<file path="config.mk">
export PLATFORM = sky130hd
export DESIGN_NAME = ubg_top
export DESIGN_NICKNAME = d
export VERILOG_FILES = /design/src/ubg_pkg.sv /design/src/ubg_timer2.sv /design/src/ubg_top.sv
export SDC_FILE = /design/constraint.sdc
export NUM_CORES = 1
export LEC_CHECK = 0
export BUFFER_PORTS_ARGS = -buffer_cell sky130_fd_sc_hd__buf_2
export CAP_MARGIN = 20
export CORE_MARGIN = 10
export CORE_UTILIZATION = 50
export DETAILED_ROUTE_END_ITERATION = 12
export HOLD_SLACK_MARGIN = 0.12
export PLACE_DENSITY = 0.68
export RECOVER_POWER = 25
export SLEW_MARGIN = 25
export SYNTH_ARGS = -nofsm -noshare
export SYNTH_HDL_FRONTEND = slang
export SYNTH_SLANG_ARGS = --single-unit
</file>
<file path="constraint.sdc">
create_clock -name mclk -period 2.6 [get_ports mclk]
set_clock_uncertainty 0.05 [all_clocks]
set_input_delay 0.78 -clock mclk [delete_from_list [all_inputs] [get_ports mclk]]
set_output_delay 0.78 -clock mclk [all_outputs]
set_load 0.05 [all_outputs]
</file>
<file path="src/ubg_pkg.sv">
// Constants, register map and state types for the baud generator and
// shift-register serial port. Assumes one oscillator clock, mclk, that
// also serves as the phase clock of the machine cycle.
// Summary of operation
// - Timer 1 source: bit rate is timer 1 overflows doubled by flag, over 32.
// - Timer 1 auto-reload: rate = scale/32 * fosc/(12*(256 - reload byte)).
// - Timer 1 works as source as timer or counter, in all three modes.
// - Transmit or receive clock select puts timer 2 in baud generator mode.
// - Timer 2 control selects port one clocks, power control port two.
// - Baud mode: each high byte overflow reloads both count bytes.
// - Timer 2 source: bit rate equals timer 2 overflow rate over 16.
// - Baud timer mode: timer 2 steps each state time, fosc/(32*(65536-rl)).
// - Baud mode overflow never sets the overflow flag or interrupts.
// - Baud mode trigger fall sets trigger flag without any reload.
// - Mode 0 moves 8 bits LSB first with shift clock at fosc/12.
// - Mode 0 buffer write loads marker 1, sending starts a cycle later.
// - Sending: clock low S3-S5, high S6-S2, shift right at S6P2.
// - Zero fill; marker above MSB ends it; done flag at S1P1 cycle 10.
// - Receive starts on enable with done clear, loads 11111110 at S6P2.
// - Receiving: clock edges S3P1, S6P1, shift left pin sampled at S5P2.
// - Marker 0 at left: last shift, load buffer, set done at S1P1.
// - Mode bits 00 select shift mode, other codes the asynchronous modes.
package ubg_pkg;

  // Register offsets on the plain register port.
  localparam logic [3:0] ADR_SER_CTRL = 4'h0;
  localparam logic [3:0] ADR_SER_BUF = 4'h1;
  localparam logic [3:0] ADR_TMODE = 4'h2;
  localparam logic [3:0] ADR_T1_LOW = 4'h3;
  localparam logic [3:0] ADR_T1_RELOAD = 4'h4;
  localparam logic [3:0] ADR_T1_CTRL = 4'h5;
  localparam logic [3:0] ADR_T2_CTRL = 4'h6;
  localparam logic [3:0] ADR_T2_LOW = 4'h7;
  localparam logic [3:0] ADR_T2_HIGH = 4'h8;
  localparam logic [3:0] ADR_RL_LOW = 4'h9;
  localparam logic [3:0] ADR_RL_HIGH = 4'hA;
  localparam logic [3:0] ADR_PWR_CTRL = 4'hB;

  // Field positions of the serial control register.
  localparam int SC_MODE_LOW = 7;
  localparam int SC_MODE_HIGH = 6;
  localparam int SC_RX_EN = 4;
  localparam int SC_TX_DONE = 1;
  localparam int SC_RX_DONE = 0;

  // Field positions of timer 2 control, power control, timer 1 control.
  localparam int T2C_OVF = 7;
  localparam int T2C_EXT_FLAG = 6;
  localparam int T2C_RX_CLK = 5;
  localparam int T2C_TX_CLK = 4;
  localparam int T2C_EXT_EN = 3;
  localparam int T2C_RUN = 2;
  localparam int T2C_CNT_SEL = 1;
  localparam int PC_DOUBLE = 7;
  localparam int PC_RX_CLK2 = 5;
  localparam int PC_TX_CLK2 = 4;
  localparam int T1C_RUN = 0;
  localparam int T1C_OVF = 1;
  localparam int TM_T1_CNT_SEL = 6;
  localparam int TM_T1_MODE_HI = 5;
  localparam int TM_T1_MODE_LO = 4;

  // Reset value of every register and of the read data.
  localparam logic [7:0] RST_BYTE = 8'h00;
  localparam logic [15:0] RST_WORD = 16'h0000;

  // Timer 1 running modes.
  localparam logic [1:0] T1M_13BIT = 2'h0;
  localparam logic [1:0] T1M_16BIT = 2'h1;
  localparam logic [1:0] T1M_RELOAD = 2'h2;

  // Phase numbers within a machine cycle, S1P1 is phase 0.
  localparam logic [3:0] PH_S1P1 = 4'h0;
  localparam logic [3:0] PH_S3P1 = 4'h4;
  localparam logic [3:0] PH_S5P2 = 4'h9;
  localparam logic [3:0] PH_S6P2 = 4'hB;

  // Shift register markers and baud divider end counts.
  localparam logic TX_MARK = 1'b1;
  localparam logic [7:0] TX_LAST_PATTERN = 8'h01;
  localparam logic [7:0] RX_LOAD_PATTERN = 8'hFE;
  localparam logic [4:0] T1_DIV_NORMAL = 5'h1F;
  localparam logic [3:0] T1_DIV_DOUBLE = 4'hF;
  localparam logic [3:0] T2_DIV_END = 4'hF;
  localparam logic [4:0] DIV_ZERO = 5'h00;

  typedef enum logic [1:0] {
    UBG_TX_IDLE = 2'b00,
    UBG_TX_ARM = 2'b01,
    UBG_TX_SEND = 2'b11,
    UBG_TX_LAST = 2'b10
  } ubg_tx_st_t;

  typedef enum logic [1:0] {
    UBG_RX_IDLE = 2'b00,
    UBG_RX_ARM = 2'b01,
    UBG_RX_ACT = 2'b11,
    UBG_RX_LAST = 2'b10
  } ubg_rx_st_t;

endpackage

</file>
<file path="src/ubg_timer2.sv">
// Timer 2 counter with reload pair, in baud generator or plain reload use.
// Assumes the top supplies phase strobes and one-cycle edge pulses.
module ubg_timer2
  import ubg_pkg::*;
(
  input wire logic mclk,
  input wire logic rstn,
  input wire logic state_tick,
  input wire logic mc_tick,
  input wire logic run,
  input wire logic counter_sel,
  input wire logic baud_mode,
  input wire logic ext_enable,
  input wire logic count_fall,
  input wire logic ext_fall,
  input wire logic wr_low,
  input wire logic wr_high,
  input wire logic wr_rl_low,
  input wire logic wr_rl_high,
  input wire logic [7:0] wdata,
  output logic [15:0] count_q,
  output logic [15:0] reload_q,
  output logic ovf_q,
  output logic tf_set_q,
  output logic exf_set_q
);

  logic [15:0] count_d;
  logic [15:0] reload_d;
  logic ovf_d;
  logic tf_set_d;
  logic exf_set_d;
  logic step;

  // Counting, reload and flag events for one clock.
  always_comb begin
    count_d = count_q;
    reload_d = reload_q;
    ovf_d = 1'b0;
    tf_set_d = 1'b0;
    exf_set_d = 1'b0;
    if (counter_sel) begin
      step = run & count_fall;
    end else if (baud_mode) begin
      step = run & state_tick;
    end else begin
      step = run & mc_tick;
    end
    if (step) begin
      if (count_q == 16'hFFFF) begin
        count_d = reload_q;
        ovf_d = baud_mode;
        tf_set_d = ~baud_mode;
      end else begin
        count_d = count_q + 16'h0001;
      end
    end
    if (ext_enable && ext_fall) begin
      exf_set_d = 1'b1;
      if (!baud_mode) begin
        count_d = reload_q;
      end
    end
    if (wr_low) begin
      count_d[7:0] = wdata;
    end
    if (wr_high) begin
      count_d[15:8] = wdata;
    end
    if (wr_rl_low) begin
      reload_d[7:0] = wdata;
    end
    if (wr_rl_high) begin
      reload_d[15:8] = wdata;
    end
  end

  // Timer 2 state.
  always_ff @(posedge mclk or negedge rstn) begin
    if (!rstn) begin
      count_q <= RST_WORD;
      reload_q <= RST_WORD;
      ovf_q <= 1'b0;
      tf_set_q <= 1'b0;
      exf_set_q <= 1'b0;
    end else begin
      count_q <= count_d;
      reload_q <= reload_d;
      ovf_q <= ovf_d;
      tf_set_q <= tf_set_d;
      exf_set_q <= exf_set_d;
    end
  end

endmodule

</file>
<file path="src/ubg_top.sv">
// Baud rate generation from timers 1 and 2 and the mode 0 shift port.
// Assumes a register master on the plain port and a shift device on the
// data and clock pins, all synchronous to mclk.
module ubg_top
  import ubg_pkg::*;
(
  input wire logic mclk,
  input wire logic rstn,
  input wire logic [3:0] addr,
  input wire logic [7:0] wdata,
  input wire logic wr,
  input wire logic rd,
  output logic [7:0] rdata_q,
  input wire logic data_i,
  output logic data_o_q,
  output logic data_oe_n_q,
  output logic shift_clk_q,
  input wire logic t1_count_pin,
  input wire logic t2_count_pin,
  input wire logic ext_trigger_pin,
  output logic p1_tx_bit_tick_q,
  output logic p1_rx_bit_tick_q,
  output logic p2_tx_bit_tick_q,
  output logic p2_rx_bit_tick_q,
  output logic tx_done_flag_q,
  output logic rx_done_flag_q,
  output logic t1_overflow_q,
  output logic t2_overflow_flag_q,
  output logic ext_trigger_flag_q
);

  // Reverses a byte, used for the received word and nothing else yet.
  function automatic logic [7:0] ubg_rev8(input logic [7:0] v);
    logic [7:0] r;
    r = 8'h00;
    for (int i = 0; i < 8; i++) begin
      r[i] = v[7 - i];
    end
    return r;
  endfunction

  logic [3:0] phase_q, phase_d;
  logic mc_tick, state_tick;
  logic [7:0] serial_control_reg_q, serial_control_reg_d;
  logic [7:0] serial_buffer_q, serial_buffer_d;
  logic [7:0] timer_mode_reg_q, timer_mode_reg_d;
  logic [7:0] t1_low_q, t1_low_d;
  logic [7:0] t1_reload_byte_q, t1_reload_byte_d;
  logic [1:0] t1_ctrl_q, t1_ctrl_d;
  logic [7:0] second_timer_control_reg_q, second_timer_control_reg_d;
  logic [7:0] power_control_reg_q, power_control_reg_d;
  logic [7:0] rdata_d;
  logic t1_pin_prev_q, t2_pin_prev_q, ext_pin_prev_q;
  logic t1_fall, t2_fall, ext_fall;
  logic t1_ovf;
  logic [4:0] t1_div_q, t1_div_d;
  logic [3:0] t2_div_q, t2_div_d;
  logic t1_bit, t2_bit;
  logic [15:0] t2_count, t2_reload;
  logic t2_ovf, t2_tf_set, t2_exf_set;
  logic t2_baud_mode, mode_zero, mode_variable;
  logic wr_ctrl, wr_buf;
  ubg_tx_st_t tx_st_q, tx_st_d;
  ubg_rx_st_t rx_st_q, rx_st_d;
  logic [8:0] tx_sh_q, tx_sh_d;
  logic [7:0] rx_sh_q, rx_sh_d;
  logic rx_sample_q, rx_sample_d;
  logic tx_done_set, rx_done_set;
  logic [7:0] rx_word;
  logic clk_active;

  // Machine cycle of twelve phases, state time every second phase.
  assign phase_d = (phase_q == PH_S6P2) ? PH_S1P1 : phase_q + 4'h1;
  assign mc_tick = (phase_q == PH_S6P2);
  assign state_tick = phase_q[0];

  // Pin edges are taken once per machine cycle.
  assign t1_fall = mc_tick & t1_pin_prev_q & ~t1_count_pin;
  assign t2_fall = mc_tick & t2_pin_prev_q & ~t2_count_pin;
  assign ext_fall = mc_tick & ext_pin_prev_q & ~ext_trigger_pin;

  always_ff @(posedge mclk or negedge rstn) begin
    if (!rstn) begin
      phase_q <= PH_S1P1;
      t1_pin_prev_q <= 1'b1;
      t2_pin_prev_q <= 1'b1;
      ext_pin_prev_q <= 1'b1;
    end else begin
      phase_q <= phase_d;
      if (mc_tick) begin
        t1_pin_prev_q <= t1_count_pin;
        t2_pin_prev_q <= t2_count_pin;
        ext_pin_prev_q <= ext_trigger_pin;
      end
    end
  end

  // Mode decode and clock source selection per port.
  assign mode_zero = ~serial_control_reg_q[SC_MODE_LOW] &
                     ~serial_control_reg_q[SC_MODE_HIGH];
  assign mode_variable = serial_control_reg_q[SC_MODE_HIGH];
  assign t2_baud_mode = second_timer_control_reg_q[T2C_RX_CLK] |
                        second_timer_control_reg_q[T2C_TX_CLK] |
                        power_control_reg_q[PC_RX_CLK2] |
                        power_control_reg_q[PC_TX_CLK2];
  assign wr_ctrl = wr & (addr == ADR_SER_CTRL);
  assign wr_buf = wr & (addr == ADR_SER_BUF);

  // Timer 1 in any of its running modes, fed by machine cycles or pin.
  always_comb begin
    logic step;
    step = t1_ctrl_q[T1C_RUN] &
           (timer_mode_reg_q[TM_T1_CNT_SEL] ? t1_fall : mc_tick);
    t1_low_d = t1_low_q;
    t1_reload_byte_d = t1_reload_byte_q;
    t1_ovf = 1'b0;
    if (step) begin
      case (timer_mode_reg_q[TM_T1_MODE_HI:TM_T1_MODE_LO])
        T1M_13BIT: begin
          t1_low_d = {3'h0, t1_low_q[4:0] + 5'h01};
          if (t1_low_q[4:0] == 5'h1F) begin
            t1_reload_byte_d = t1_reload_byte_q + 8'h01;
            t1_ovf = (t1_reload_byte_q == 8'hFF);
          end
        end
        T1M_16BIT: begin
          t1_low_d = t1_low_q + 8'h01;
          if (t1_low_q == 8'hFF) begin
            t1_reload_byte_d = t1_reload_byte_q + 8'h01;
            t1_ovf = (t1_reload_byte_q == 8'hFF);
          end
        end
        T1M_RELOAD: begin
          t1_low_d = (t1_low_q == 8'hFF) ? t1_reload_byte_q :
                     t1_low_q + 8'h01;
          t1_ovf = (t1_low_q == 8'hFF);
        end
        default: begin
          t1_low_d = t1_low_q;
        end
      endcase
    end
    if (wr && addr == ADR_T1_LOW) begin
      t1_low_d = wdata;
    end
    if (wr && addr == ADR_T1_RELOAD) begin
      t1_reload_byte_d = wdata;
    end
    t1_ctrl_d = t1_ctrl_q;
    if (wr && addr == ADR_T1_CTRL) begin
      t1_ctrl_d = wdata[1:0];
    end
    t1_ctrl_d[T1C_OVF] = t1_ctrl_d[T1C_OVF] | t1_ovf;
  end

  // Overflow dividers: timer 1 by 32 or 16, timer 2 by 16.
  always_comb begin
    t1_div_d = t1_div_q;
    t1_bit = 1'b0;
    if (t1_ovf) begin
      if (power_control_reg_q[PC_DOUBLE] ? (t1_div_q[3:0] == T1_DIV_DOUBLE)
                                         : (t1_div_q == T1_DIV_NORMAL)) begin
        t1_div_d = DIV_ZERO;
        t1_bit = 1'b1;
      end else begin
        t1_div_d = t1_div_q + 5'h01;
      end
    end
    t2_div_d = t2_ovf ? t2_div_q + 4'h1 : t2_div_q;
    t2_bit = t2_ovf & (t2_div_q == T2_DIV_END);
  end

  always_ff @(posedge mclk or negedge rstn) begin
    if (!rstn) begin
      t1_low_q <= RST_BYTE;
      t1_reload_byte_q <= RST_BYTE;
      t1_ctrl_q <= 2'h0;
      t1_div_q <= DIV_ZERO;
      t2_div_q <= 4'h0;
      p1_tx_bit_tick_q <= 1'b0;
      p1_rx_bit_tick_q <= 1'b0;
      p2_tx_bit_tick_q <= 1'b0;
      p2_rx_bit_tick_q <= 1'b0;
      t1_overflow_q <= 1'b0;
    end else begin
      t1_low_q <= t1_low_d;
      t1_reload_byte_q <= t1_reload_byte_d;
      t1_ctrl_q <= t1_ctrl_d;
      t1_div_q <= t1_div_d;
      t2_div_q <= t2_div_d;
      p1_tx_bit_tick_q <= mode_variable &
        (second_timer_control_reg_q[T2C_TX_CLK] ? t2_bit : t1_bit);
      p1_rx_bit_tick_q <= mode_variable &
        (second_timer_control_reg_q[T2C_RX_CLK] ? t2_bit : t1_bit);
      p2_tx_bit_tick_q <= power_control_reg_q[PC_TX_CLK2] ? t2_bit
                                                          : t1_bit;
      p2_rx_bit_tick_q <= power_control_reg_q[PC_RX_CLK2] ? t2_bit
                                                          : t1_bit;
      t1_overflow_q <= t1_ctrl_d[T1C_OVF];
    end
  end

  // Timer 2 counts and reload pair.
  ubg_timer2 u_timer2 (
    .mclk(mclk),
    .rstn(rstn),
    .state_tick(state_tick),
    .mc_tick(mc_tick),
    .run(second_timer_control_reg_q[T2C_RUN]),
    .counter_sel(second_timer_control_reg_q[T2C_CNT_SEL]),
    .baud_mode(t2_baud_mode),
    .ext_enable(second_timer_control_reg_q[T2C_EXT_EN]),
    .count_fall(t2_fall),
    .ext_fall(ext_fall),
    .wr_low(wr && addr == ADR_T2_LOW),
    .wr_high(wr && addr == ADR_T2_HIGH),
    .wr_rl_low(wr && addr == ADR_RL_LOW),
    .wr_rl_high(wr && addr == ADR_RL_HIGH),
    .wdata(wdata),
    .count_q(t2_count),
    .reload_q(t2_reload),
    .ovf_q(t2_ovf),
    .tf_set_q(t2_tf_set),
    .exf_set_q(t2_exf_set)
  );

  // Mode 0 transmit and receive sequencing on the machine phases.
  always_comb begin
    tx_st_d = tx_st_q;
    tx_sh_d = tx_sh_q;
    tx_done_set = 1'b0;
    case (tx_st_q)
      UBG_TX_IDLE: begin
        if (wr_buf && mode_zero) begin
          tx_sh_d = {TX_MARK, wdata};
          tx_st_d = UBG_TX_ARM;
        end
      end
      UBG_TX_ARM: begin
        if (mc_tick) begin
          tx_st_d = UBG_TX_SEND;
        end
      end
      UBG_TX_SEND: begin
        if (mc_tick) begin
          tx_sh_d = {1'b0, tx_sh_q[8:1]};
          if (tx_sh_q[8:1] == TX_LAST_PATTERN) begin
            tx_st_d = UBG_TX_LAST;
          end
        end
      end
      UBG_TX_LAST: begin
        if (phase_q == PH_S1P1) begin
          tx_st_d = UBG_TX_IDLE;
          tx_done_set = 1'b1;
        end
      end
      default: tx_st_d = UBG_TX_IDLE;
    endcase
    rx_st_d = rx_st_q;
    rx_sh_d = rx_sh_q;
    rx_done_set = 1'b0;
    serial_buffer_d = wr_buf ? wdata : serial_buffer_q;
    rx_sample_d = (phase_q == PH_S5P2) ? data_i : rx_sample_q;
    rx_word = {rx_sh_q[6:0], rx_sample_q};
    case (rx_st_q)
      UBG_RX_IDLE: begin
        if (mode_zero && serial_control_reg_q[SC_RX_EN] &&
            !serial_control_reg_q[SC_RX_DONE] &&
            tx_st_q == UBG_TX_IDLE) begin
          rx_st_d = UBG_RX_ARM;
        end
      end
      UBG_RX_ARM: begin
        if (mc_tick) begin
          rx_sh_d = RX_LOAD_PATTERN;
          rx_st_d = UBG_RX_ACT;
        end
      end
      UBG_RX_ACT: begin
        if (mc_tick) begin
          rx_sh_d = rx_word;
          if (!rx_sh_q[7]) begin
            serial_buffer_d = ubg_rev8(rx_word);
            rx_st_d = UBG_RX_LAST;
          end
        end
      end
      UBG_RX_LAST: begin
        if (phase_q == PH_S1P1) begin
          rx_st_d = UBG_RX_IDLE;
          rx_done_set = 1'b1;
        end
      end
      default: rx_st_d = UBG_RX_IDLE;
    endcase
  end

  // Shift clock is low from S3P1 through S5P2 while a transfer runs.
  assign clk_active = (tx_st_d == UBG_TX_SEND) || (tx_st_d == UBG_TX_LAST) ||
                      (rx_st_d == UBG_RX_ACT) || (rx_st_d == UBG_RX_LAST);

  always_ff @(posedge mclk or negedge rstn) begin
    if (!rstn) begin
      tx_st_q <= UBG_TX_IDLE;
      rx_st_q <= UBG_RX_IDLE;
      tx_sh_q <= 9'h000;
      rx_sh_q <= RST_BYTE;
      rx_sample_q <= 1'b0;
      serial_buffer_q <= RST_BYTE;
      data_o_q <= 1'b1;
      data_oe_n_q <= 1'b1;
      shift_clk_q <= 1'b1;
    end else begin
      tx_st_q <= tx_st_d;
      rx_st_q <= rx_st_d;
      tx_sh_q <= tx_sh_d;
      rx_sh_q <= rx_sh_d;
      rx_sample_q <= rx_sample_d;
      serial_buffer_q <= serial_buffer_d;
      data_o_q <= tx_sh_d[0];
      data_oe_n_q <= ~((tx_st_d == UBG_TX_SEND) ||
                       (tx_st_d == UBG_TX_LAST));
      shift_clk_q <= ~(clk_active && phase_d >= PH_S3P1 &&
                       phase_d <= PH_S5P2);
    end
  end

  // Control registers; a hardware set wins over a software clear.
  always_comb begin
    serial_control_reg_d = wr_ctrl ? wdata : serial_control_reg_q;
    serial_control_reg_d[SC_TX_DONE] = serial_control_reg_d[SC_TX_DONE] |
                                       tx_done_set;
    serial_control_reg_d[SC_RX_DONE] = serial_control_reg_d[SC_RX_DONE] |
                                       rx_done_set;
    timer_mode_reg_d = (wr && addr == ADR_TMODE) ? wdata : timer_mode_reg_q;
    power_control_reg_d = (wr && addr == ADR_PWR_CTRL) ? wdata
                                                       : power_control_reg_q;
    second_timer_control_reg_d = (wr && addr == ADR_T2_CTRL) ?
      {wdata[7:1], 1'b0} : second_timer_control_reg_q;
    second_timer_control_reg_d[T2C_OVF] =
      second_timer_control_reg_d[T2C_OVF] | t2_tf_set;
    second_timer_control_reg_d[T2C_EXT_FLAG] =
      second_timer_control_reg_d[T2C_EXT_FLAG] | t2_exf_set;
    case (addr)
      ADR_SER_CTRL: rdata_d = serial_control_reg_q;
      ADR_SER_BUF: rdata_d = serial_buffer_q;
      ADR_TMODE: rdata_d = timer_mode_reg_q;
      ADR_T1_LOW: rdata_d = t1_low_q;
      ADR_T1_RELOAD: rdata_d = t1_reload_byte_q;
      ADR_T1_CTRL: rdata_d = {6'h00, t1_ctrl_q};
      ADR_T2_CTRL: rdata_d = second_timer_control_reg_q;
      ADR_T2_LOW: rdata_d = t2_count[7:0];
      ADR_T2_HIGH: rdata_d = t2_count[15:8];
      ADR_RL_LOW: rdata_d = t2_reload[7:0];
      ADR_RL_HIGH: rdata_d = t2_reload[15:8];
      ADR_PWR_CTRL: rdata_d = power_control_reg_q;
      default: rdata_d = RST_BYTE;
    endcase
    if (!rd) begin
      rdata_d = RST_BYTE;
    end
  end

  always_ff @(posedge mclk or negedge rstn) begin
    if (!rstn) begin
      serial_control_reg_q <= RST_BYTE;
      timer_mode_reg_q <= RST_BYTE;
      power_control_reg_q <= RST_BYTE;
      second_timer_control_reg_q <= RST_BYTE;
      rdata_q <= RST_BYTE;
      tx_done_flag_q <= 1'b0;
      rx_done_flag_q <= 1'b0;
      t2_overflow_flag_q <= 1'b0;
      ext_trigger_flag_q <= 1'b0;
    end else begin
      serial_control_reg_q <= serial_control_reg_d;
      timer_mode_reg_q <= timer_mode_reg_d;
      power_control_reg_q <= power_control_reg_d;
      second_timer_control_reg_q <= second_timer_control_reg_d;
      rdata_q <= rdata_d;
      tx_done_flag_q <= serial_control_reg_d[SC_TX_DONE];
      rx_done_flag_q <= serial_control_reg_d[SC_RX_DONE];
      t2_overflow_flag_q <= second_timer_control_reg_d[T2C_OVF];
      ext_trigger_flag_q <= second_timer_control_reg_d[T2C_EXT_FLAG];
    end
  end

endmodule

</file>
## Yosys cells after proc, flatten, opt, wreduce, memory -nomap -nowiden

Index checks and enable logic that the tools add are counted.

| word-level totals | value |
|---|---|
| register bits after elaboration | 149 |
| logic and storage cells | 223 |
| input bits | 20 |
| output and inout bits | 20 |

| cells by class | value |
|---|---|
| bitwise operators | 32 |
| add/sub/neg operators | 7 |
| equality and inequality tests | 39 |
| reductions and logical operators | 36 |
| $lt $le $gt $ge | 2 |
| muxes and demuxes | 66 |

Operators with widths:

| kind | number |
|---|---|
| 8-bit 2-to-1 mux | 17 |
| 8-bit case mux with 12 select lines | 1 |
| 16-bit 2-to-1 mux | 4 |
| 4-bit equality test, second input constant | 8 |
| 8-bit case mux with 2 select lines | 2 |
| 2-bit 2-to-1 mux | 12 |
| 8-bit case mux with 3 select lines | 1 |
| 1-bit 2-to-1 mux | 21 |
| 2-bit equality test, second input constant | 9 |
| 9-bit 2-to-1 mux | 2 |
| 9-bit case mux with 2 select lines | 1 |
| 1-bit logical AND | 17 |
| 16-bit by 1-bit adder with 16-bit output, second input constant | 1 |
| 8-bit by 1-bit adder with 8-bit output, second input constant | 2 |
| 1-bit bitwise AND | 16 |
| 16-bit equality test, second input constant | 1 |
| 4-bit by 3-bit equality test with 1-bit output, second input constant | 4 |
| 8-bit equality test, second input constant | 2 |
| 2-bit case mux with 4 select lines | 2 |
| 5-bit by 1-bit adder with 5-bit output, second input constant | 2 |
| 5-bit equality test, second input constant | 2 |
| 4-bit by 1-bit adder with 4-bit output, second input constant | 2 |
| 4-bit by 2-bit equality test with 1-bit output, second input constant | 2 |
| 8-bit by 1-bit equality test with 1-bit output, second input constant | 1 |
| other kinds (21) | 50 |

## Logic depth before layout (Yosys ltp)

Gate-level depths: netlist (run 1).

| logic depth | value |
|---|---|
| word-level depth | 13 |
| depth in mapped cells | 9 |

## By module

Synthesis (run 1) repeated with hierarchy kept, for this count alone.

| unflattened totals | value |
|---|---|
| cell total of the unflattened synthesis | 844 |
| area, all modules | 8301.7 sq um |

Modules (own cells, without submodules):

| module | area each (sq um) | times used | cells each | sequential area each (sq um) |
|---|---|---|---|---|
| ubg_top | 6233.5 | 1 | 631 | 2760.1 |
| ubg_timer2 | 2068.2 | 1 | 213 | 875.8 |

## Worst setup path after synthesis (run 1)

OpenSTA, ideal clock, no wires.

| timing | value |
|---|---|
| path kind | input port to flip-flop |
| start point | in addr[0] |
| end point | reg u_timer2.reload_q[0] |
| path slack | 0.215 ns |
| library setup time | 0.125 ns |
| data required time | 2.425 ns |
| arrival time | 2.210 ns |
| buffers on the path | 2 |
| stages | 5 |
| cell sequence | clkbuf_1 > buf_1 > nand2b_1 > nor2_1 > mux2_2 |

| on the way | value |
|---|---|
| cells in the longest elaborated chain, start to end | 2 |

RTL lines:

| element | RTL line | source |
|---|---|---|
| start: declaration | ubg_top.sv:9 | `input wire logic [3:0] addr,` |
| 4-bit equality test | ubg_top.sv:217 | `.wr_rl_low(wr && addr == ADR_RL_LOW),` |
| 1-bit logical AND | ubg_top.sv:217 |  |
| end signal: assignment | ubg_timer2.sv:88 | `reload_q <= reload_d;` |
| end: declaration | ubg_timer2.sv:22 | `output logic [15:0] reload_q,` |

No other way between the ends.
A chain may end at the register's enable or synchronous reset.

## Final worst setup path (run 1)

| timing | value |
|---|---|
| start point | reg phase_q[0] |
| end point | reg t1_reload_byte_q[5] |

| on the way | value |
|---|---|
| cells in the longest elaborated chain, start to end | 7 |

RTL lines:

| element | RTL line | source |
|---|---|---|
| start: declaration | ubg_top.sv:42 | `logic [3:0] phase_q, phase_d;` |
| start signal: assignment | ubg_top.sv:89 | `phase_q <= phase_d;` |
| 4-bit equality test (*) | ubg_top.sv:74 | `assign mc_tick = (phase_q == PH_S6P2);` |
| 1-bit bitwise AND (2 in a row) | ubg_top.sv:78 | `assign t1_fall = mc_tick & t1_pin_prev_q & ~t1_count_pin;` |
| 1-bit 2-to-1 mux (*) | ubg_top.sv:113 | `(timer_mode_reg_q[TM_T1_CNT_SEL] ? t1_fall : mc_tick);` |
| 1-bit bitwise AND (*) | ubg_top.sv:112 | `step = t1_ctrl_q[T1C_RUN] &` |
| 2-bit nonzero test (no line) (*) | -- |  |
| 4-bit AND reduction (no line) (*) | -- |  |
| end signal: assignment | ubg_top.sv:187 | `t1_reload_byte_q <= t1_reload_byte_d;` |
| end: declaration | ubg_top.sv:48 | `logic [7:0] t1_reload_byte_q, t1_reload_byte_d;` |

Mark *: on every way between the ends. The rest lies on a longest branch, timed or not.

==> reports/metrics.cfg, run 1 <==
[critical_path]
cp_max_fo = 8
end_kind = flop
critPathKind = reg2reg
r2r_cells = 7
critPathArrivalTime_ns = 2.72
worstPathRequired_ns = 2.90
critPathLaunchType = flop

[cells_and_area]
final_cells = 1126
stdcell_area_um2 = 9470
layout-drive-gt1-share = 0.229
syn2layout_area_growth_pct = 16.2
antenna_cells = 0
final_core_util = 0.594
fill_cells = 1397
fin_nets = 935

[clock_network]
htreeDepth = 4
cts_tree = done
clock_path_buffers = 2
clk_pin_slew_worst_paths_ns = 0.06
clk_latency_ns = 0.43
cts_post_setup_buffers_inserted = 0
clock_sinks = 145
cts_root_buffer = clkbuf_16
cts_buffers = 17

[yosys]
ys_top_cells_by_area = dfrtp_1, mux2_2, nand2_1, o21ai_0, mux2i_1
yosysWarnings = 0
yosysSeqAreaShare = 0.446
yosysTopAreaCell = dfrtp_1
synth_edf_count = 0
syn_avg_cell_area_um2 = 9.80
synth_seq_cells = 145
syn_inst = 832
ys_types = 83
synth_fp_nets = 870
async_reset_ff_frac = 1.00
synth-main-ff-cell = dfrtp_1
synthesis.area_um2 = 8150
synth_top_cell_area_share = 0.427

[routing]
postRouteAntennaNets = 0
wl_per_cell_um = 22.4
via_count = 7088
drc = 0
via_per_inst = 6.29
drt_iter0_drc = 852
wl_um = 25200
first_pass_iters = 5

[placement]
post-place-ws_ns = -0.0303
port_buffers = 39
dpl_cell_area_um2 = 8860
hpwl_um = 18400
dp_cells = 1094
place_congestion = 0.997

[floorplan]
fp.coreArea_um2 = 15900
placementRows = 46
start_util = 0.511
die_x_um = 148
fp.dieH_um = 148
dieArea_um2 = 21800
pin_count = 40

[sta]
setup-tns-final_ns = 0
fmax_mhz = 413
period_share = 0.931
relSlewSlack = 0.210
setup_slack_ns = 0.178
tightest_slew_ns = 1.18
finalSetupViolCount = 0
whs_ns = 0.401
finalHoldViolCount = 0
finalCriticalPeriod_ns = 2.42
drv_slew = 0

[power_and_ir_drop]
totalPowerFinal_mw = 7.31
p_leak_nw = 4.13
p_per_area_nw_per_um2 = 772
ir_drop_mv = 0.466

[run]
maxCapViolCount = 0

[grt]
grt_max_degree = 46
grt_usage = 0.230
antenna_found_initial = 0
grt-ovfl-total = 0
grt_pass1_wl_um = 39200
grt_pass1_vias = 6766

[worst_hold_path]
hold_depth = 1
hold_class = reg2reg

[outcome]
status = completed

==> critical path, cell delays in order, from the launching register on <==
cell      delay [ns]
dfrtp_1         0.41
ha_1            0.38
and3b_1         0.40
o211ai_4        0.17
a221oi_4        0.44
nand4_1         0.18
xor2_1          0.17
o21ai_0         0.15
==> area by class of cell <==
type / count / area, µm² / share of cell area
clock buffers: 19 / 443 / 0.0468
clock inverters: 13 / 174 / 0.0184
inverters: 18 / 67.6 / 0.00713
multi-input cells: 628 / 4290 / 0.453
flip-flops and latches: 145 / 3640 / 0.384
well taps: 216 / 270 / 0.0285
repair buffers: 87 / 588 / 0.0621
==> registers in the layout (all words and copies together), names as in the netlist, 2 cells and up <==
register and count:
phase_q 4, power_control_reg_q 8, rdata_q 8, rx_sh_q 8, rx_st_q 2, second_timer_control_reg_q 7
serial_buffer_q 8, serial_control_reg_q 8, t1_ctrl_q 2, t1_div_q 5, t1_low_q 8, t1_reload_byte_q 8
t2_div_q 4, timer_mode_reg_q 8, tx_sh_q 9, tx_st_q 2, u_timer2.count_q 16, u_timer2.reload_q 16
==> repair_timing <==
item | in CTS | in global routing
endpoints found under the setup margin | 0 | 5
resized for setup | 0 | 5
hold buffers | 0 | 0
==> report_power, final <==
group / total [mW] / internal [mW] / switching [mW]
registers: 3.23 / 2.64 / 0.586
logic: 1.52 / 0.664 / 0.858
clock network: 2.56 / 1.55 / 1.01
==> cells by family (layout without fill, tap and decap cells) <==
logic type               count (synthesis)  in the layout  synth area share
buffers and inverters                   59            137            0.0312
XOR/XNOR                                16             16            0.0172
AND/OR/NAND/NOR                        308            308             0.191
multiplexers                            83             83             0.117
adder cells (fa/ha/maj)                 18             18            0.0276
AO/OA/AOI/OAI                          203            203             0.170
flip-flops                             145            145             0.446
==> metal layers <==
metal / vias to the layer above / share of wire / GRT usage
met2: 322 / 0.46 / 0.351
met1: 3521 / 0.44 / 0.319
met5: - / 0 / 0
li1: 3200 / - / -
met3: 45 / 0.081 / 0.0501
met4: 0 / 0.022 / 0.0738
==> synthesized netlist by cell type, types with 6 or more instances <==
library cell / number
o31ai_1: 12
nand4_1: 12
nand2b_1: 11
buf_2: 8
mux2i_1: 25
o21ai_1: 8
nor4_1: 7
and2_1: 6
and3_1: 14
xnor2_1: 6
a31oi_1: 8
mux2_2: 53
nor2_1: 50
nor2b_1: 17
o21ai_0: 60
nand2_1: 115
nor3_1: 15
o22ai_1: 8
dfstp_2: 6
dfrtp_1: 139
a22oi_1: 18
inv_1: 18
buf_1: 7
xor2_1: 10
ha_1: 18
a21oi_1: 26
nand3_1: 31
clkbuf_1: 21
a221oi_1: 8
==> placed cells by master (no fill, tap or decap), types with 11 or more instances in the layout <==
cell | netlist | routed
dfrtp_1 | 139 | 139
clkbuf_16 | 0 | 17
mux2i_1 | 25 | 25
nor3_1 | 15 | 15
o31ai_1 | 12 | 11
nand4_1 | 12 | 12
a22oi_1 | 18 | 18
ha_1 | 18 | 18
buf_2 | 8 | 38
nor2_1 | 50 | 50
mux2_2 | 53 | 53
inv_1 | 18 | 18
nor2b_1 | 17 | 17
and3_1 | 14 | 14
nand3_1 | 31 | 31
a21oi_1 | 26 | 26
nand2_1 | 115 | 115
o21ai_0 | 60 | 60
buf_4 | 4 | 43
==> path summary, 6_finish.rpt <==
path | start | to | slack [ns]
setup / recovery | phase_q[0]$_DFF_PN0_ | t1_reload_byte_q[5]$_DFFE_PN0P_ | 0.18
hold / removal | u_timer2.exf_set_q$_DFF_PN0_ | second_timer_control_reg_q[6]$_DFF_PN0_ | 0.40
setup reg to reg | phase_q[0]$_DFF_PN0_ | t1_reload_byte_q[5]$_DFFE_PN0P_ | 0.18
hold reg to reg | u_timer2.exf_set_q$_DFF_PN0_ | second_timer_control_reg_q[6]$_DFF_PN0_ | 0.40
max in group asynchronous | rstn | rx_sh_q[5]$_DFFE_PN0P_ | 0.55
min in group asynchronous | rstn | t1_low_q[0]$_DFFE_PN0P_ | 0.53
No activity file was read; power rests on OpenSTA's default activity.
==> run 2: changes to the inputs <==
--- a/config.mk
+++ b/config.mk
@@ -8,10 +8,10 @@
 export BUFFER_PORTS_ARGS = -buffer_cell sky130_fd_sc_hd__buf_2
 export CAP_MARGIN = 20
 export CORE_MARGIN = 10
-export CORE_UTILIZATION = 50
+export CORE_UTILIZATION = 25
 export DETAILED_ROUTE_END_ITERATION = 12
 export HOLD_SLACK_MARGIN = 0.12
-export PLACE_DENSITY = 0.68
+export PLACE_DENSITY = 0.4
 export RECOVER_POWER = 25
 export SLEW_MARGIN = 25
 export SYNTH_ARGS = -nofsm -noshare
==> reports/metrics.cfg, run 2 (synthesis results as in run 1) <==
[routing]
first_pass_iters = 4
postRouteAntennaNets = 0
wl_um = 29000
via_count = 6875
via_per_inst = 4.98
drt_iter0_drc = 499
drc = 0
wl_per_cell_um = 21.0

[grt]
use_met3 = 0.0250
grt-ovfl-total = 0
antenna_found_initial = 2
grt_pass1_wl_um = 44800
gr-max-usage-layer = met2
gr-usage-met1 = 0.197
met2_usage = 0.230
grt_usage = 0.145
grt_max_degree = 54
grt_pass1_vias = 6938

[worst_hold_path]
hold_end = second_timer_control_reg_q[6]$_DFF_PN0_
hold_class = reg2reg
hold_depth = 1
hold_start = u_timer2.exf_set_q$_DFF_PN0_

[sta]
relSlewSlack = 0.0241
setup-tns-final_ns = 0
finalHoldViolCount = 0
drv_slew = 0
rsz0062_at_grt = no
finalCriticalPeriod_ns = 2.37
fmax_mhz = 423
tightest_slew_ns = 1.46
finalSetupViolCount = 0
period_share = 0.910

[cells_and_area]
layout-drive-gt1-share = 0.249
final_common_cell = dfrtp_1
syn2layout_area_growth_pct = 21.8
fill_cells = 3482
final_cell_mix = dfrtp_1, nand2_1, buf_4
largest_registers = u_timer2.count_q: 16 flops, u_timer2.reload_q: 16 flops, tx_sh_q: 9 flops
fin_nets = 964
antenna_cells = 0
final_core_util = 0.307

[critical_path]
critPathKind = reg2reg
end_kind = flop
r2r_cells = 8
reg2reg_slack_ns = 0.23
r2r_end = u_timer2.count_q[5]$_DFF_PN0_
worstPathRequired_ns = 2.88
crit_start = u_timer2.count_q[1]$_DFF_PN0_
reg2reg_from = u_timer2.count_q[1]$_DFF_PN0_
critPathArrivalTime_ns = 2.64
cp_max_fo = 9
critPathLaunchType = flop

[clock_network]
clk_latency_ns = 0.44
cts_root_buffer = clkbuf_16
clock_sinks = 145
clock_path_buffers = 2
cts_post_setup_buffers_inserted = 0
htreeDepth = 4
clk_pin_slew_worst_paths_ns = 0.07
cts_buffers = 17
cts_tree = done
holdBufCountCts = 0
ctsResizeCount = 0

[power_and_ir_drop]
ir_drop_mv = 0.458
p_leak_nw = 4.26
p_per_area_nw_per_um2 = 748

[placement]
place_congestion = 0.873
port_buffers = 39
hpwl_um = 21300

[floorplan]
placementRows = 66
fp.coreArea_um2 = 32400
fp.dieH_um = 201
pin_count = 40
die_x_um = 201
dieArea_um2 = 40200
start_util = 0.252

[outcome]
status = completed

[run]
maxCapViolCount = 0

==> run 2: changes by cell type in the layout (fill, tap and decap cells not counted), sizes merged <==
cell,delta
buf,+30
inv,-4
clkinv,+3
bufinv,-1
clkinvlp,+1
==> run 2: stage by stage <==
stage               cells  worst slack, ns  power (mW)  hold slack (ns)  area (µm²)
floorplan             832            0.215        4.07            0.363        8150
global placement     1349            0.150        4.91            0.384        9330
detailed placement   1349            0.137        4.91            0.384        9330
CTS                  1381            0.210        7.49            0.139        9930
global route         1381           0.0563        7.79            0.411        9920
finish               1381            0.235        7.42            0.392        9920
==> run 2: critical path, stage by stage, from the launching register on <==
cell and delay (ns):
dfrtp_1 0.45, ha_1 0.28, nand3_1 0.13, nor4_1 0.49, nand2_1 0.13, buf_4 0.21
a21oi_1 0.13, o22ai_1 0.09, a221o_1 0.27
==> run 2: per-layer routing <==
metal,share of wire,up-vias
met5,0.00041,-
met4,0.019,2
met3,0.035,36
met2,0.46,164
met1,0.48,3412
li1,-,3261
==> run 2: worst max path at each step <==
| stage | endpoint | slack (ns) | cells after the start |
|---|---|---|---|
| 2_1_floorplan | u_timer2.reload_q[0]$_DFFE_PN0P_ | 0.22 | 5 |
| 3_3_place_gp | u_timer2.count_q[4]$_DFF_PN0_ | 0.15 | 7 |
| 3_5_place_dp | tx_sh_q[1]$_DFFE_PN0P_ | 0.14 | 7 |
| 4_1_cts | t1_div_q[3]$_DFFE_PN0P_ | 0.21 | 10 |
| 5_1_grt | t1_div_q[3]$_DFFE_PN0P_ | 0.06 | 10 |
| 6_report | u_timer2.count_q[5]$_DFF_PN0_ | 0.23 | 8 |
==> run 2: report_power, final <==
group	leakage (nW)	internal, mW	total (mW)	switching, mW
Sequential	1.82	2.64	3.18	0.540
Clock	0.288	1.49	2.54	1.05
Combinational	2.15	0.744	1.70	0.955
==> run 2: final cells by class <==
cell class | count | area, µm² | area share
clock buffer | 20 | 467 | 0.0470
inverter | 18 | 67.6 | 0.00681
clock inverter | 12 | 133 | 0.0134
timing repair buffer | 116 | 807 | 0.0813
sequential | 145 | 3640 | 0.366
tap | 442 | 553 | 0.0557
multi-input combinational | 628 | 4260 | 0.429
==> run 3: changes to the inputs <==
--- a/config.mk
+++ b/config.mk
@@ -9,6 +9,7 @@
 export CAP_MARGIN = 20
 export CORE_MARGIN = 10
 export CORE_UTILIZATION = 25
+export CTS_CLUSTER_SIZE = 30
 export DETAILED_ROUTE_END_ITERATION = 12
 export HOLD_SLACK_MARGIN = 0.12
 export PLACE_DENSITY = 0.4
@@ -16,4 +17,5 @@
 export SLEW_MARGIN = 25
 export SYNTH_ARGS = -nofsm -noshare
 export SYNTH_HDL_FRONTEND = slang
+export SYNTH_HIERARCHICAL = 1
 export SYNTH_SLANG_ARGS = --single-unit
==> reports/metrics.cfg, run 3 <==
[cells_and_area]
final_cell_mix = dfrtp_1, nand2_1, nor2_1
multiInputGateArea_um2 = 4350
antenna_cells = 0
syn2layout_area_growth_pct = 20.8
fin_nets = 969
largest_registers = u_timer2/count_q: 16 flops, u_timer2/reload_q: 16 flops, tx_sh_q: 9 flops
seq_area_um2 = 3640
layout-drive-gt1-share = 0.237
fill_cells = 3417
final_cells = 1386
final_common_cell = dfrtp_1

[clock_network]
htreeDepth = 4
cts_post_setup_buffers_inserted = 0
cts_tree = done
clock_sinks = 145
clock_path_buffers = 2
cts_root_buffer = clkbuf_16
cts_buffers = 17
clk_pin_slew_worst_paths_ns = 0.07
holdBufCountCts = 0
ctsResizeCount = 0
clk_latency_ns = 0.44

[critical_path]
path_cells = or4_4, mux2_2, o211ai_2, buf_12, nor3_1, mux2i_1, a221oi_1
cpPeakStageDelay_ns = 0.57
critPathArrivalTime_ns = 2.70
critPathLaunchType = flop
r2r_end = u_timer2/count_q[8]$_DFF_PN0_
r2r_cells = 7
end_kind = flop
critPathKind = reg2reg
slowest_stage = or4_4
reg2reg_slack_ns = 0.18
worstPathRequired_ns = 2.88
reg2reg_from = power_control_reg_q[4]$_DFFE_PN0P_
cp_max_fo = 23

[run]
maxCapViolCount = 0

[routing]
wl_per_cell_um = 20.7
via_per_inst = 4.95
drc = 0
drt_iter0_drc = 426
wl_um = 28800
via_count = 6856
postRouteAntennaNets = 0
first_pass_iters = 5

[yosys]
synth_most_common_cell = dfrtp_1
yosysTopAreaCell = dfrtp_1
synthesis.area_um2 = 8300
syn_inst = 844
synth_seq_cells = 145
ys_types = 81
yosysWarnings = 6
yosysSeqAreaShare = 0.438
yosys-top-cells-count = dfrtp_1, nand2_1, nor2_1
async_reset_ff_frac = 1.00
synth_edf_count = 0
synth-main-ff-cell = dfrtp_1
synth_fp_nets = 882
ys_top_cells_by_area = dfrtp_1, mux2_2, nand2_1, mux2i_1, nor2_1
syn_avg_cell_area_um2 = 9.84
synth_top_cell_area_share = 0.419

[sta]
fmax_mhz = 414
finalHoldViolCount = 0
setup-tns-final_ns = 0
period_share = 0.929
tightest_slew_ns = 1.19
finalSetupViolCount = 0
rsz0062_at_grt = no
finalCriticalPeriod_ns = 2.42
setup_slack_ns = 0.185
drv_slew = 0
relSlewSlack = 0.205

[floorplan]
dieArea_um2 = 40900
die_x_um = 202
fp.dieH_um = 202
start_util = 0.255
placementRows = 66
fp.coreArea_um2 = 32600
pin_count = 40

[outcome]
status = completed

[power_and_ir_drop]
p_sw_frac = 0.386
p_per_area_nw_per_um2 = 889
p_sw_mw = 3.45
p_leak_nw = 4.30
seqPwrFrac = 0.415
p_clk_frac = 0.289
power.internal_mw = 5.47
combinationalPowerShare = 0.296
ir_drop_mv = 0.463

[grt]
grt_usage = 0.143
grt_pass1_wl_um = 45000
grt-ovfl-total = 0
use_met3 = 0.0208
grt_pass1_vias = 6858
gr-max-usage-layer = met2
antenna_found_initial = 2
met2_usage = 0.215
gr-usage-met1 = 0.206
grt_max_degree = 44

[worst_hold_path]
hold_class = reg2reg
hold_depth = 1
hold_start = u_timer2/exf_set_q$_DFF_PN0_
hold_end = second_timer_control_reg_q[6]$_DFF_PN0_

[placement]
port_buffers = 39
hpwl_um = 21100
post-place-ws_ns = 0.0722
place_congestion = 0.843
dp_cells = 1354

==> run 3: metrics by stage <==
stage	cell area [µm²]	hold WS (ns)	power, mW	util
CTS	10100	0.235	9.01	0.309
detailed placement	9470	0.379	6.39	0.290
finish	10000	0.398	8.92	0.308
global placement	9470	0.381	6.40	0.290
floorplan	8300	0.363	5.26	-
global route	10000	0.420	9.46	0.308
==> run 3: area by class of cell <==
class	instances	share of cell area
clock buffer	17	0.0424
sequential	145	0.362
multi-input combinational	628	0.434
clock inverter	15	0.0172
timing repair buffer	110	0.0779
tap	442	0.0551
inverter	29	0.0109
==> run 3: cell families after synthesis <==
kind of cell / Yosys count / share of synthesized area
mux: 83 / 0.115
simple gates: 299 / 0.186
buf+inv: 71 / 0.0386
fa+ha+maj: 18 / 0.0271
compound gates: 205 / 0.171
xor+xnor: 23 / 0.0243
flops: 145 / 0.438
==> run 3: critical path, delay by kind of cell (launching register included) <==
kind,cells,cell delay (ns)
compound gates,2,0.39
simple gates,2,0.83
buf+inv,1,0.18
flops,1,0.43
mux,2,0.39
==> run 3: worst max path at each step <==
| stage | from | end | slack, ns | cells after the start |
|---|---|---|---|---|
| after floorplan | addr[2] | u_timer2/count_q[13]$_DFF_PN0_ | 0.12 | 8 |
| after global placement | power_control_reg_q[4]$_DFFE_PN0P_ | u_timer2/count_q[8]$_DFF_PN0_ | 0.07 | 7 |
| after global routing | t1_low_q[0]$_DFFE_PN0P_ | t1_div_q[2]$_DFFE_PN0P_ | 0.02 | 8 |
| after CTS | power_control_reg_q[4]$_DFFE_PN0P_ | u_timer2/count_q[8]$_DFF_PN0_ | 0.06 | 7 |
| final | power_control_reg_q[4]$_DFFE_PN0P_ | u_timer2/count_q[8]$_DFF_PN0_ | 0.18 | 7 |
| after detailed placement | power_control_reg_q[4]$_DFFE_PN0P_ | u_timer2/count_q[8]$_DFF_PN0_ | 0.07 | 7 |
==> run 3: power groups by stage <==
stage               registers [mW]  clock network, mW  logic [mW]
floorplan                     3.55                  0        1.71
global placement              3.75                  0        2.65
detailed placement            3.74                  0        2.65
CTS                           3.71               2.64        2.66
global route                  3.78               2.73        2.95
finish                        3.70               2.57        2.64
==> run 3: routing by layer <==
layer  vias up  wire (µm)
met5         -         21
met4         4        410
met3        27        980
met2       127      13000
met1      3415      14400
li1       3283          -
